**src/shared/dlc_pkg.sv**
```systemverilog
// Purpose: constants for the data-link control block
// Assumes: classic wishbone, 32-bit data, 8-bit registers in low lanes
// Notes:   offsets are byte addresses of aligned words
package dlc_pkg;
  localparam logic [7:0] DLC_CTRL_OFS    = 8'h00;
  localparam logic [7:0] DLC_STAT_OFS    = 8'h04;
  localparam logic [7:0] DLC_TXD_OFS     = 8'h08;
  localparam logic [7:0] DLC_RXD_OFS     = 8'h0c;
  localparam logic [7:0] DLC_CTRL_RESET  = 8'h00;
  localparam int         BIT_TYPE_SEL    = 0;
  localparam int         BIT_TX_CHECK    = 1;
  localparam int         BIT_FORCE_IDLE  = 2;
  localparam int         BIT_FORCE_ABORT = 3;
  localparam int         BIT_DUP_DISCARD = 4;
  localparam int         BIT_RX_CHK_DIS  = 5;
  localparam int         BIT_AUTO_ABORT_DIS = 6;
  localparam int         BIT_ALT_FORMAT  = 7;
  localparam logic [7:0] DLC_FLAG        = 8'h7e;
  localparam logic [7:0] DLC_ABORT       = 8'hfe;
  localparam logic [7:0] DLC_ONES        = 8'hff;
  localparam logic [15:0] DLC_CRC_INIT   = 16'hffff;
  localparam logic [15:0] DLC_CRC_POLY   = 16'h8408;
  localparam logic [15:0] DLC_CRC_GOOD   = 16'hf0b8;
  localparam logic [2:0] DLC_LAST_BIT    = 3'h7;
  typedef enum logic [1:0] {
    DLC_FMT_SF, DLC_FMT_ALT96, DLC_FMT_ESF, DLC_FMT_OTHER
  } dlc_fmt_e;
  typedef enum {
    DLC_TX_FLAG, DLC_TX_DATA, DLC_TX_CRC_LO, DLC_TX_CRC_HI, DLC_TX_ABORT
  } dlc_tx_state_e;
endpackage : dlc_pkg

```
**src/dlc_crc16.sv**
```systemverilog
// Purpose: one-bit step of the link frame check (reflected crc16)
// Assumes: lsb-first bit stream
// Notes:   combinational, shared by both directions
`timescale 1ns/100ps
module dlc_crc16
  import dlc_pkg::*;
(
  input  wire logic [15:0] crc_in,
  input  wire logic        bit_in,
  output logic      [15:0] crc_out
);
  wire feedback = crc_in[0] ^ bit_in;
  assign crc_out = (crc_in >> 1) ^ (feedback ? DLC_CRC_POLY : 16'h0000);
endmodule : dlc_crc16

```
**src/dlc_rx_check.sv**
```systemverilog
// Purpose: receive side: frame check and duplicate discard
// Assumes: receive bits and bit enable come from the framer
// Notes:   duplicates compared on the final check register value only
`timescale 1ns/100ps
module dlc_rx_check
  import dlc_pkg::*;
(
  input  wire logic       clk,
  input  wire logic       reset_n,
  input  wire logic       rx_bit_en,
  input  wire logic       rx_bit,
  input  wire logic       rx_frame_end,
  input  wire logic       check_disable,
  input  wire logic       dup_discard,
  output logic            rx_accept_reg,
  output logic            rx_reject_reg,
  output logic      [7:0] rx_last_reg
);
  logic [15:0] crc_reg;
  logic [15:0] held_crc_reg;
  logic [15:0] crc_step;
  logic [7:0]  shift_reg;
  logic        held_valid_reg;
  wire crc_ok   = check_disable || (crc_reg == DLC_CRC_GOOD);
  wire is_dup   = dup_discard && held_valid_reg && (crc_reg == held_crc_reg);
  wire accept   = rx_frame_end && crc_ok && !is_dup;

  dlc_crc16 u_crc (.crc_in(crc_reg), .bit_in(rx_bit), .crc_out(crc_step));

  always_ff @(posedge clk) begin
    if (!reset_n) begin
      crc_reg        <= DLC_CRC_INIT;
      held_crc_reg   <= DLC_CRC_INIT;
      shift_reg      <= 8'h00;
      held_valid_reg <= 1'b0;
      rx_accept_reg  <= 1'b0;
      rx_reject_reg  <= 1'b0;
      rx_last_reg    <= 8'h00;
    end else begin
      rx_accept_reg <= accept;
      rx_reject_reg <= rx_frame_end && !accept;
      if (rx_frame_end) begin
        crc_reg <= DLC_CRC_INIT;
        if (accept) begin
          held_crc_reg   <= crc_reg; // see (RULE6)
          held_valid_reg <= 1'b1;
          rx_last_reg    <= shift_reg;
        end
      end else if (rx_bit_en) begin
        crc_reg   <= crc_step; // see (RULE5)
        shift_reg <= {rx_bit, shift_reg[7:1]};
      end
    end
  end
endmodule : dlc_rx_check

```
**src/dlc_link_ctrl.sv**
```systemverilog
// Purpose: data-link control register and first hdlc transmit/receive pair
// Assumes: link bit enable pulses from the framer's t1 bit timing
// Notes:   one octet of transmit data held at a time, no buffer
`timescale 1ns/100ps
// Summary of operation
// (RULE1) bit 7 selects alternate 96-frame link format, else superframe bits
// (RULE2) alternate format honoured only in 96-frame or extended framing
// (RULE3) bit 6 clear: abort sent on abrupt message-to-bit switch
// (RULE4) bit 6 set: no abort on that switch
// (RULE5) bit 5 clear checks receive frame check, set skips it
// (RULE6) bit 4 set discards received frames equal to the held one; the code compares only the final check register values
// (RULE7) bit 3 set sends continuous ones as abort
// (RULE8) flags 7e sent whenever no message is waiting
// (RULE9) bit 2 set forces continuous flags, suppressing pending messages
// (RULE10) forced idle ignored in bit-oriented mode
// (RULE11) bit 0 selects bit-oriented (0) or message-oriented (1) transmit
// (RULE12) bit 1 appends frame check in message mode only
// (RULE13) after forced abort or idle, resume flags on an octet boundary
module dlc_link_ctrl
  import dlc_pkg::*;
(
  input  wire logic        clk,
  input  wire logic        reset_n,
  input  wire logic        wb_cyc_i,
  input  wire logic        wb_stb_i,
  input  wire logic        wb_we_i,
  input  wire logic [7:0]  wb_adr_i,
  input  wire logic [3:0]  wb_sel_i,
  input  wire logic [31:0] wb_dat_i,
  output logic      [31:0] wb_dat_o,
  output logic             wb_ack_o,
  output logic             wb_err_o,
  input  wire logic [1:0]  framing_format,
  input  wire logic        tx_bit_en,
  input  wire logic        tx_msg_end,
  input  wire logic        bit_msg_bit,
  input  wire logic        rx_bit_en,
  input  wire logic        rx_bit,
  input  wire logic        rx_frame_end,
  output logic             tx_bit_reg,
  output logic             alt_format_active_reg,
  output logic             superframe_bits_reg,
  output logic             rx_accept_reg,
  output logic             rx_reject_reg
);
  logic [7:0]    ctrl_reg;
  logic [7:0]    txd_reg;
  logic          txd_full_reg;
  logic [7:0]    tx_sh_reg;
  logic [2:0]    bit_cnt_reg;
  logic [15:0]   tx_crc_reg;
  logic [15:0]   tx_crc_step;
  logic [2:0]    ones_reg;
  logic          stuff_reg;
  logic          prev_mos_reg;
  logic          tx_in_msg_reg;
  logic [7:0]    rx_last;
  dlc_tx_state_e tx_state_reg;
  dlc_tx_state_e tx_state_next;

  function automatic logic addr_hit(input logic [7:0] a, input logic [7:0] o);
    addr_hit = (a == o);
  endfunction : addr_hit

  // bus decode
  wire req      = wb_cyc_i && wb_stb_i && !wb_ack_o && !wb_err_o;
  wire hit_ctrl = addr_hit(wb_adr_i, DLC_CTRL_OFS);
  wire hit_stat = addr_hit(wb_adr_i, DLC_STAT_OFS);
  wire hit_txd  = addr_hit(wb_adr_i, DLC_TXD_OFS);
  wire hit_rxd  = addr_hit(wb_adr_i, DLC_RXD_OFS);
  wire mapped   = hit_ctrl || hit_stat || hit_txd || hit_rxd;
  wire wr_lane0 = req && wb_we_i && wb_sel_i[0];
  wire wr_ctrl  = wr_lane0 && hit_ctrl;
  wire wr_txd   = wr_lane0 && hit_txd;

  // control fields
  wire sel_mos      = ctrl_reg[BIT_TYPE_SEL];
  wire tx_check     = ctrl_reg[BIT_TX_CHECK] && sel_mos; // see (RULE12)
  wire force_idle   = ctrl_reg[BIT_FORCE_IDLE] && sel_mos; // see (RULE10)
  wire force_abort  = ctrl_reg[BIT_FORCE_ABORT];
  wire auto_abort_n = ctrl_reg[BIT_AUTO_ABORT_DIS]; // see (RULE4)
  wire fmt_ok       = (framing_format == DLC_FMT_ALT96) ||
                      (framing_format == DLC_FMT_ESF);
  wire alt_on       = ctrl_reg[BIT_ALT_FORMAT] && fmt_ok; // see (RULE2)

  // abrupt switch: message frame in flight and software selects bit mode
  wire abrupt       = prev_mos_reg && !sel_mos && tx_in_msg_reg;
  wire auto_abort   = abrupt && !auto_abort_n; // see (RULE3)
  wire in_data      = (tx_state_reg == DLC_TX_DATA) ||
                      (tx_state_reg == DLC_TX_CRC_LO) ||
                      (tx_state_reg == DLC_TX_CRC_HI);
  // a zero goes out after every run of five ones; the shifter holds still
  wire stuff_w      = in_data && (ones_reg == 3'h5) && !stuff_reg;
  wire octet_edge   = tx_bit_en && (bit_cnt_reg == DLC_LAST_BIT) && !stuff_w;
  wire raw_bit      = stuff_w ? 1'b0 : tx_sh_reg[0];
  // an abort octet owns the line even after bit mode is selected
  wire shifter_out  = sel_mos || (tx_state_reg == DLC_TX_ABORT);
  wire line_bit     = force_abort ? 1'b1 : // see (RULE7)
                      (shifter_out ? raw_bit : bit_msg_bit);

  dlc_crc16 u_tx_crc (
    .crc_in (tx_crc_reg),
    .bit_in (tx_sh_reg[0]),
    .crc_out(tx_crc_step)
  );

  // next state at each octet boundary
  always_comb begin
    tx_state_next = tx_state_reg;
    case (tx_state_reg)
      DLC_TX_FLAG:   tx_state_next = (txd_full_reg && !force_idle) ?
                                     DLC_TX_DATA : DLC_TX_FLAG; // see (RULE9)
      DLC_TX_DATA:   tx_state_next = force_idle ? DLC_TX_FLAG :
                                     (txd_full_reg ? DLC_TX_DATA :
                                     (tx_check ? DLC_TX_CRC_LO :
                                     DLC_TX_FLAG));
      DLC_TX_CRC_LO: tx_state_next = force_idle ? DLC_TX_FLAG :
                                     DLC_TX_CRC_HI; // see (RULE9)
      DLC_TX_CRC_HI: tx_state_next = DLC_TX_FLAG;
      DLC_TX_ABORT:  tx_state_next = DLC_TX_FLAG; // see (RULE13)
      default:       tx_state_next = DLC_TX_FLAG;
    endcase
  end

  wire [7:0] load_octet =
    (tx_state_next == DLC_TX_DATA)   ? txd_reg :
    (tx_state_next == DLC_TX_CRC_LO) ? ~tx_crc_reg[7:0] :
    (tx_state_next == DLC_TX_CRC_HI) ? ~tx_crc_reg[15:8] :
                                       DLC_FLAG; // see (RULE8)

  // register bus
  wire [31:0] rd_data =
    hit_ctrl ? {24'h000000, ctrl_reg} :
    hit_stat ? {26'h0000000, alt_on, tx_in_msg_reg, txd_full_reg,
                force_abort, rx_reject_reg, rx_accept_reg} :
    hit_rxd  ? {24'h000000, rx_last} : 32'h00000000;

  always_ff @(posedge clk) begin
    if (!reset_n) begin
      wb_ack_o <= 1'b0;
      wb_err_o <= 1'b0;
      wb_dat_o <= 32'h00000000;
      ctrl_reg <= DLC_CTRL_RESET;
    end else begin
      wb_ack_o <= req && mapped;
      wb_err_o <= req && !mapped;
      wb_dat_o <= (req && !wb_we_i) ? rd_data : 32'h00000000;
      if (wr_ctrl)
        ctrl_reg <= wb_dat_i[7:0]; // see (RULE11)
    end
  end

  // transmit data holding octet; a new write wins over the consume
  always_ff @(posedge clk) begin
    if (!reset_n) begin
      txd_reg      <= 8'h00;
      txd_full_reg <= 1'b0;
    end else if (wr_txd) begin
      txd_reg      <= wb_dat_i[7:0];
      txd_full_reg <= 1'b1;
    end else if (force_idle || (octet_edge && !force_abort &&
                 tx_state_next == DLC_TX_DATA)) begin
      txd_full_reg <= 1'b0; // see (RULE9)
    end
  end

  // transmit serialiser
  always_ff @(posedge clk) begin
    if (!reset_n) begin
      tx_state_reg  <= DLC_TX_FLAG;
      tx_sh_reg     <= DLC_FLAG;
      bit_cnt_reg   <= 3'h0;
      tx_crc_reg    <= DLC_CRC_INIT;
      ones_reg      <= 3'h0;
      stuff_reg     <= 1'b0;
      prev_mos_reg  <= 1'b0;
      tx_in_msg_reg <= 1'b0;
      tx_bit_reg    <= 1'b1;
    end else if (tx_bit_en) begin
      tx_bit_reg   <= line_bit;
      prev_mos_reg <= sel_mos;
      if (force_abort) begin
        tx_state_reg  <= DLC_TX_ABORT; // see (RULE7)
        tx_in_msg_reg <= 1'b0;
        tx_crc_reg    <= DLC_CRC_INIT;
        ones_reg      <= 3'h0;
        stuff_reg     <= 1'b0;
        bit_cnt_reg   <= 3'h0;
        tx_sh_reg     <= DLC_FLAG;
      end else if (abrupt) begin
        // the frame is dropped at once; with auto abort on, bit mode waits for the abort octet
        tx_in_msg_reg <= 1'b0;
        tx_state_reg  <= auto_abort ? DLC_TX_ABORT : DLC_TX_FLAG;
        bit_cnt_reg   <= 3'h0;
        tx_crc_reg    <= DLC_CRC_INIT;
        tx_sh_reg     <= auto_abort ? DLC_ABORT : DLC_FLAG; // see (RULE3)
      end else if (stuff_w) begin
        stuff_reg <= 1'b1;
        ones_reg  <= 3'h0;
      end else begin
        stuff_reg <= 1'b0;
        ones_reg  <= (in_data && tx_sh_reg[0]) ? ones_reg + 3'h1 : 3'h0;
        if (in_data && tx_state_reg == DLC_TX_DATA)
          tx_crc_reg <= tx_crc_step;
        if (bit_cnt_reg == DLC_LAST_BIT) begin
          bit_cnt_reg   <= 3'h0;
          tx_state_reg  <= tx_state_next; // see (RULE13)
          tx_sh_reg     <= load_octet;
          tx_in_msg_reg <= (tx_state_next != DLC_TX_FLAG);
          if (tx_state_next == DLC_TX_FLAG)
            tx_crc_reg <= DLC_CRC_INIT;
        end else begin
          bit_cnt_reg <= bit_cnt_reg + 3'h1;
          tx_sh_reg   <= {1'b1, tx_sh_reg[7:1]};
        end
      end
    end
  end

  // format control
  always_ff @(posedge clk) begin
    if (!reset_n) begin
      alt_format_active_reg <= 1'b0;
      superframe_bits_reg   <= 1'b1;
    end else begin
      alt_format_active_reg <= alt_on; // see (RULE1)
      superframe_bits_reg   <= !alt_on; // see (RULE1)
    end
  end

  dlc_rx_check u_rx (
    .clk          (clk),
    .reset_n      (reset_n),
    .rx_bit_en    (rx_bit_en),
    .rx_bit       (rx_bit),
    .rx_frame_end (rx_frame_end),
    .check_disable(ctrl_reg[BIT_RX_CHK_DIS]),
    .dup_discard  (ctrl_reg[BIT_DUP_DISCARD]),
    .rx_accept_reg(rx_accept_reg),
    .rx_reject_reg(rx_reject_reg),
    .rx_last_reg  (rx_last)
  );
endmodule : dlc_link_ctrl

```
**config.mk**
```make
export PLATFORM = sky130hd
export DESIGN_NAME = dlc_link_ctrl
export DESIGN_NICKNAME = d
export VERILOG_FILES = /design/src/shared/dlc_pkg.sv /design/src/dlc_crc16.sv /design/src/dlc_rx_check.sv /design/src/dlc_link_ctrl.sv
export SDC_FILE = /design/constraint.sdc
export NUM_CORES = 1
export LEC_CHECK = 0
export BUFFER_PORTS_ARGS = -buffer_cell sky130_fd_sc_hd__buf_4
export CORE_MARGIN = 2
export CORE_UTILIZATION = 40
export CTS_CLUSTER_DIAMETER = 100
export DETAILED_ROUTE_END_ITERATION = 16
export GPL_TIMING_DRIVEN = 0
export SLEW_MARGIN = 10
export SYNTH_ARGS = -nofsm -noshare
export SYNTH_HDL_FRONTEND = slang
export SYNTH_SLANG_ARGS = --single-unit
```
**constraint.sdc**
```tcl
create_clock -name clk -period 2.45 [get_ports clk]
set_input_delay 0.245 -clock clk [delete_from_list [all_inputs] [get_ports clk]]
set_output_delay 0.245 -clock clk [all_outputs]
set_load 0.005 [all_outputs]
```
# == After elaboration in Yosys (flattened, before gate mapping) ==
# Cells that the tools add are included.
# classes
bitwise,9
n_mux,50
n_addsub,2
n_eq_ne,20
reduce_logical,66
# op_table
op,n
== test 32 x 3 -> 1 bit (second input constant),4
2-to-1 mux 16 bit,8
2-to-1 mux 32 bit,4
== test 32 x 2 -> 1 bit (second input constant),3
2-to-1 mux 8 bit,11
zero test 32 bit,2
== test 32 x 1 -> 1 bit (second input constant),1
== test 32 x 4 -> 1 bit (second input constant),1
nonzero test 32 bit,1
bitwise XOR 15 x 16 -> 16 bit,2
logical AND 1 bit,30
2-to-1 mux 3 bit,9
== test 16 bit,1
== test 16 bit (second input constant),1
== test 8 x 4 -> 1 bit (second input constant),2
inverter 8 bit,2
zero test 1 bit,13
2-to-1 mux 1 bit,13
AND reduction 2 bit,5
logical OR 1 bit,9
== test 8 x 3 -> 1 bit (second input constant),1
zero test 8 bit,1
2-to-1 mux 2 bit,4
adder 3 x 1 -> 3 bit (second input constant),2
other kinds (13),17
# word_totals
input_bits,57
out_inout_bits,39
reg_bits,170

# == Logic depth before layout (Yosys ltp) ==
# depth
ltp_word,13
mapped_depth,9
depth_no_buf,7

# == By module ==
# A second synthesis with hierarchy kept.
# unflattened
hier_cells,652
hier_area_um2,5784.3
# by_module_without_submodules
module,cells_per_inst,seq_area_each_um2,instances,area_each_um2
dlc_link_ctrl,399,1321.3,1,3228.1
dlc_rx_check,219,1021.0,1,2233.4
dlc_crc16,17,0.0,2,161.4

# == Least setup slack after synthesis ==
# OpenSTA, ideal clock, no wires.
# synth_path
path_kind,reg2reg
from,register ones_reg[0]
to,register tx_crc_reg[11]
stages_incl_launch_ff,8
path_slack_ps,713
path_buffers,1
required_time_ps,2329
arrival_time_ps,1616
path_cell_list,dfxtp_1 -> ha_1 -> nand3b_1 -> o41ai_4 -> nor2_1 -> clkbuf_1 -> nand2_1 -> nand3_1
# synth_between
elab_chain_cells,5
# synth_lines
item,line_no,text
"start, declared",dlc_link_ctrl.sv:53,logic [2:0] ones_reg;
"start signal, assigned",dlc_link_ctrl.sv:202,ones_reg <= (in_data && tx_sh_reg[0]) ? ones_reg + 3'h1 : 3'h0;
== test 3 bit,dlc_link_ctrl.sv:93,wire stuff_w = in_data && (ones_reg == 3'h5) && !stuff_reg;
logical AND 1 bit (2 in series),dlc_link_ctrl.sv:93,
inequality test 3 bit (no source line),--,
AND reduction 2 bit (no source line),--,
"end signal, assigned",dlc_link_ctrl.sv:204,tx_crc_reg <= tx_crc_step;
"end, declared",dlc_link_ctrl.sv:51,logic [15:0] tx_crc_reg;
# Every way passes these cells.
# A chain may end at the register's enable or synchronous reset.

# == Worst setup path in the final report ==
# layout_path
from,register ones_reg[0]
to,register tx_crc_reg[9]
# The elaborated chain is that of the path after synthesis.

==> results.txt <==
----------------------------------------------------
[Synth]
  Mux share of post-synthesis cell area ... 0.1296
  EDFF count, synth ... 0
  Register area share after synthesis ... 0.4419
  Post-Synth Simple-Gate Area ... 0.2009
  Commonest register cell after synthesis ... sky130_fd_sc_hd__dfxtp_1
  Cell area after synthesis ... 0.005300 sq mm
  Adder and majority gate portion of the synthesized area ... 0.009443
  Mean instance size in the synthesized netlist ... 8.804 sq um
  Share of async-settable or async-resettable flops after synthesis ... 0
  Main combinational cell family by area after synthesis ... simple AND/OR/NAND/NOR gates
  Post-synthesis compound-gate area fraction ... 0.1067
  Synthesized netlist cell count ... 602
  Post-synthesis share of cell area spent on xor and xnor gates ... 0.04131
  Syn. warnings ... 0
  Synth cell types ... 64
  Number of register bits inferred by synthesis ... 117

[Job]
  Number of max-capacitance violations reported ... 0

[Place]
  GP Congestion ... 0.8528
  Placement-stage cell area ... 0.005922 sq mm
  Port-buffer cells ... 42
  DPL Wire Length ... 9326 um

[Global route]
  Vias in the first global route ... 4267
  Met2 layer usage reported by global route ... 0.3017
  Total GRT Usage ... 0.1892
  Global-route wire length before repair ... 21170 um
  Met3 demand-to-capacity share in global routing ... 0.04933
  Routing layer with the top usage in global route ... met2
  Remaining global-route overflow ... 0
  Global routing usage on met1 ... 0.2425
  Pin count of the biggest net entering global routing ... 17
  Number of antenna violations at the first check in global routing ... 0

[Floorplanning]
  Top Ports ... 96
  DIE WIDTH ... 119.1 um
  Area inside the core boundary ... 0.01309 sq mm
  Row count ... 42
  Area of the die ... 0.01419 sq mm
  Initial Utilization ... 0.4050
  Vertical extent of the die ... 119.1 um

[Hold path]
  Worst Hold Path Cells ... 3
  Hold crit path type ... in -> reg
  Sink of the worst hold path ... u_rx.rx_reject_reg$_SDFF_PN0_
  Critical hold path startpoint ... rx_frame_end

[Outcome]
  Run status ... completed

[Setup path]
  Crit path max fanout ... 10
  Nature of the critical path endpoint ... register
  Worst R2R Path Depth ... 7
  Reg2reg end ... tx_crc_reg[9]$_SDFFE_PN1P_
  Slack of the worst reg-to-reg path ... 290 ps
  Data arrival time at the worst-slack endpoint ... 2470 ps
  Startpoint of the lowest-slack register-to-register path ... ones_reg[0]$_SDFFE_PN0P_
  Startpoint kind of the worst setup timing path ... register
  Worst endpoint required time ... 2750 ps
  Worst Path Class, Setup ... reg -> reg

[STA]
  Number of setup violations in the final report ... 0
  Highest achievable clock rate ... 462.1 MHz
  Tcrit/Tclk final ... 0.8832
  Shortest clock period the worst path allows after layout ... 2164 ps
  Final TNS setup ... 0 ps
  Final hold violations ... 0
  Transition at the pin with the smallest max-transition slack ... 697.6 ps
  Slew headroom ... 0.5315
  RSZ-0062 raised after global routing ... no
  Worst-case clock skew ... 6.375 ps
  Count of final max-slew check failures ... 0

[Drt]
  Total iterations of the first detailed-routing run ... 4
  Number of vias per cell after detailed routing ... 4.973
  Number of design rule violations left after detail routing ... 0
  Post-route antenna net violation count ... 0
  Detailed-route wire length per cell ... 14.56 um
  Drt initial violations ... 226
  Detailed-route wire length ... 12730 um
  Routed via count ... 4346

[Pwr]
  Leakage power summed over all cells ... 2.651 nW
  Max IR drop VDD ... 0.0004532 V
  Power per Cell Area ... 747.8 mW/mm^2

[Layout]
  Post-route cell area ... 0.006579 sq mm
  Area delta synth->final ... 24.13%
  Final net count ... 747
  Share of cells above drive strength 1 ... 0.1734
  # diodes ... 0

[Clocking]
  Clk pin slew, worst setup/hold paths ... 50 ps
  Clk sink count ... 117
  Post-cts resize count ... 0
  Maximum level of the CTS H-tree ... 4
  CTS root buffer ... sky130_fd_sc_hd__clkbuf_16
  Clock Latency Late Sink ... 420 ps
  CTS tree ... done
  Max Buffers Root-to-Sink ... 2
  Number of buffers inserted by post-CTS setup repair ... 0
  Count of hold buffers inserted by post-cts repair ... 0
  Num CTS Buffers ... 17

----------------------------------------------------
## critical path, cell delays in order, from the launching register on
cell and delay [ps]:
sky130_fd_sc_hd__dfxtp_1 370, sky130_fd_sc_hd__ha_1 180, sky130_fd_sc_hd__nand3b_1 200, sky130_fd_sc_hd__o41ai_4 620, sky130_fd_sc_hd__nor2_1 210, sky130_fd_sc_hd__clkbuf_1 260
sky130_fd_sc_hd__nand2_1 130, sky130_fd_sc_hd__nand3_1 80
## stage by stage
stage               hold WS (ps)  std cells  worst slack [ps]    util  total power, mW
CTS                        76.29        874             273.0  0.5028            4.948
finish                     85.94        874             286.1  0.5028            4.920
global placement           450.8        843             394.7  0.4526            2.207
global route               87.98        874             84.79  0.5028            5.077
detailed placement         454.5        843             308.8  0.4526            2.210
floorplan                  358.8        625             712.8       -            2.124
## kinds of logic (layout without fill, tap and decap cells)
group | Yosys count | after routing
compound gates | 86 | 86
xor+xnor | 25 | 25
fa+ha+maj | 4 | 4
buf+inv | 66 | 139
flops | 117 | 117
mux | 68 | 68
other cells | 1 | 24
simple gates | 235 | 235
## cells in the mapped netlist (all sizes together) (5+ instances only)
master	number	area (sq um)
a21oi	26	133.9
o211ai	7	52.55
xor2	5	43.79
mux2	5	56.30
dfxtp	117	2342
nor2	87	334.1
inv	12	45.04
clkbuf	19	72.56
mux2i	63	630.6
nand3	20	100.1
nor3	5	25.02
xnor2	20	175.2
o21ai	21	105.1
nand2	87	329.1
buf	35	250.2
nand2b	7	43.79
nor4	5	52.55
## cell usage in the layout, fill, tap and decap left out, types with 4 or more instances in the layout
master / n
sky130_fd_sc_hd__o21ai_0: 20
sky130_fd_sc_hd__buf_4: 71
sky130_fd_sc_hd__xnor2_1: 20
sky130_fd_sc_hd__bufinv_16: 5
sky130_fd_sc_hd__dfxtp_1: 117
sky130_fd_sc_hd__xor2_1: 5
sky130_fd_sc_hd__clkbuf_8: 4
sky130_fd_sc_hd__a21oi_1: 25
sky130_fd_sc_hd__o22ai_1: 4
sky130_fd_sc_hd__mux2i_1: 63
sky130_fd_sc_hd__mux2_2: 5
sky130_fd_sc_hd__o211ai_1: 7
sky130_fd_sc_hd__nand2b_1: 7
sky130_fd_sc_hd__nand3_1: 20
sky130_fd_sc_hd__ha_1: 4
sky130_fd_sc_hd__a2bb2oi_1: 4
sky130_fd_sc_hd__nand4_1: 4
sky130_fd_sc_hd__clkbuf_16: 17
sky130_fd_sc_hd__clkbuf_1: 19
sky130_fd_sc_hd__nor2_1: 86
sky130_fd_sc_hd__nand2_1: 86
sky130_fd_sc_hd__inv_1: 11
sky130_fd_sc_hd__conb_1: 24
sky130_fd_sc_hd__nor3_1: 5
## power breakdown
part / leakage [nW] / total (mW) / switching [mW] / internal, mW
clock: 0.322 / 2.75 / 0.847 / 1.90
sequential: 0.948 / 1.94 / 0.0143 / 1.92
combinational: 1.38 / 0.236 / 0.130 / 0.106
total: 2.65 / 4.92 / 0.991 / 3.93
## routing by layer
metal / wire (um) / vias to the layer above
met1: 5825 / 2005
met3: 800 / 24
met2: 5819 / 125
li1: - / 2192
met5: 0 / -
met4: 281 / 0
## cell type report
class	instances	area [sq um]
timing repair buffer	42	315.3
buffer	54	322.8
tap	176	220.2
fill	1218	6506
inverter	12	45.04
clock inverter	9	172.7
clock buffer	22	484.2
multi-input combinational	442	2676
sequential	117	2342
## worst max-delay path by stage
stage | startpoint | end | slack (ps) | depth (start not counted)
3_5_place_dp | ones_reg[0]$_SDFFE_PN0P_ | tx_crc_reg[7]$_SDFFE_PN1P_ | 310 | 7
6_report | ones_reg[0]$_SDFFE_PN0P_ | tx_crc_reg[9]$_SDFFE_PN1P_ | 290 | 7
3_3_place_gp | ones_reg[0]$_SDFFE_PN0P_ | tx_crc_reg[12]$_SDFFE_PN1P_ | 390 | 7
4_1_cts | ones_reg[0]$_SDFFE_PN0P_ | tx_crc_reg[7]$_SDFFE_PN1P_ | 270 | 7
5_1_grt | ones_reg[0]$_SDFFE_PN0P_ | tx_crc_reg[7]$_SDFFE_PN1P_ | 80 | 7
2_1_floorplan | ones_reg[0]$_SDFFE_PN0P_ | tx_crc_reg[11]$_SDFFE_PN1P_ | 710 | 7
Note: power is estimated with default switching activity, not from simulation.
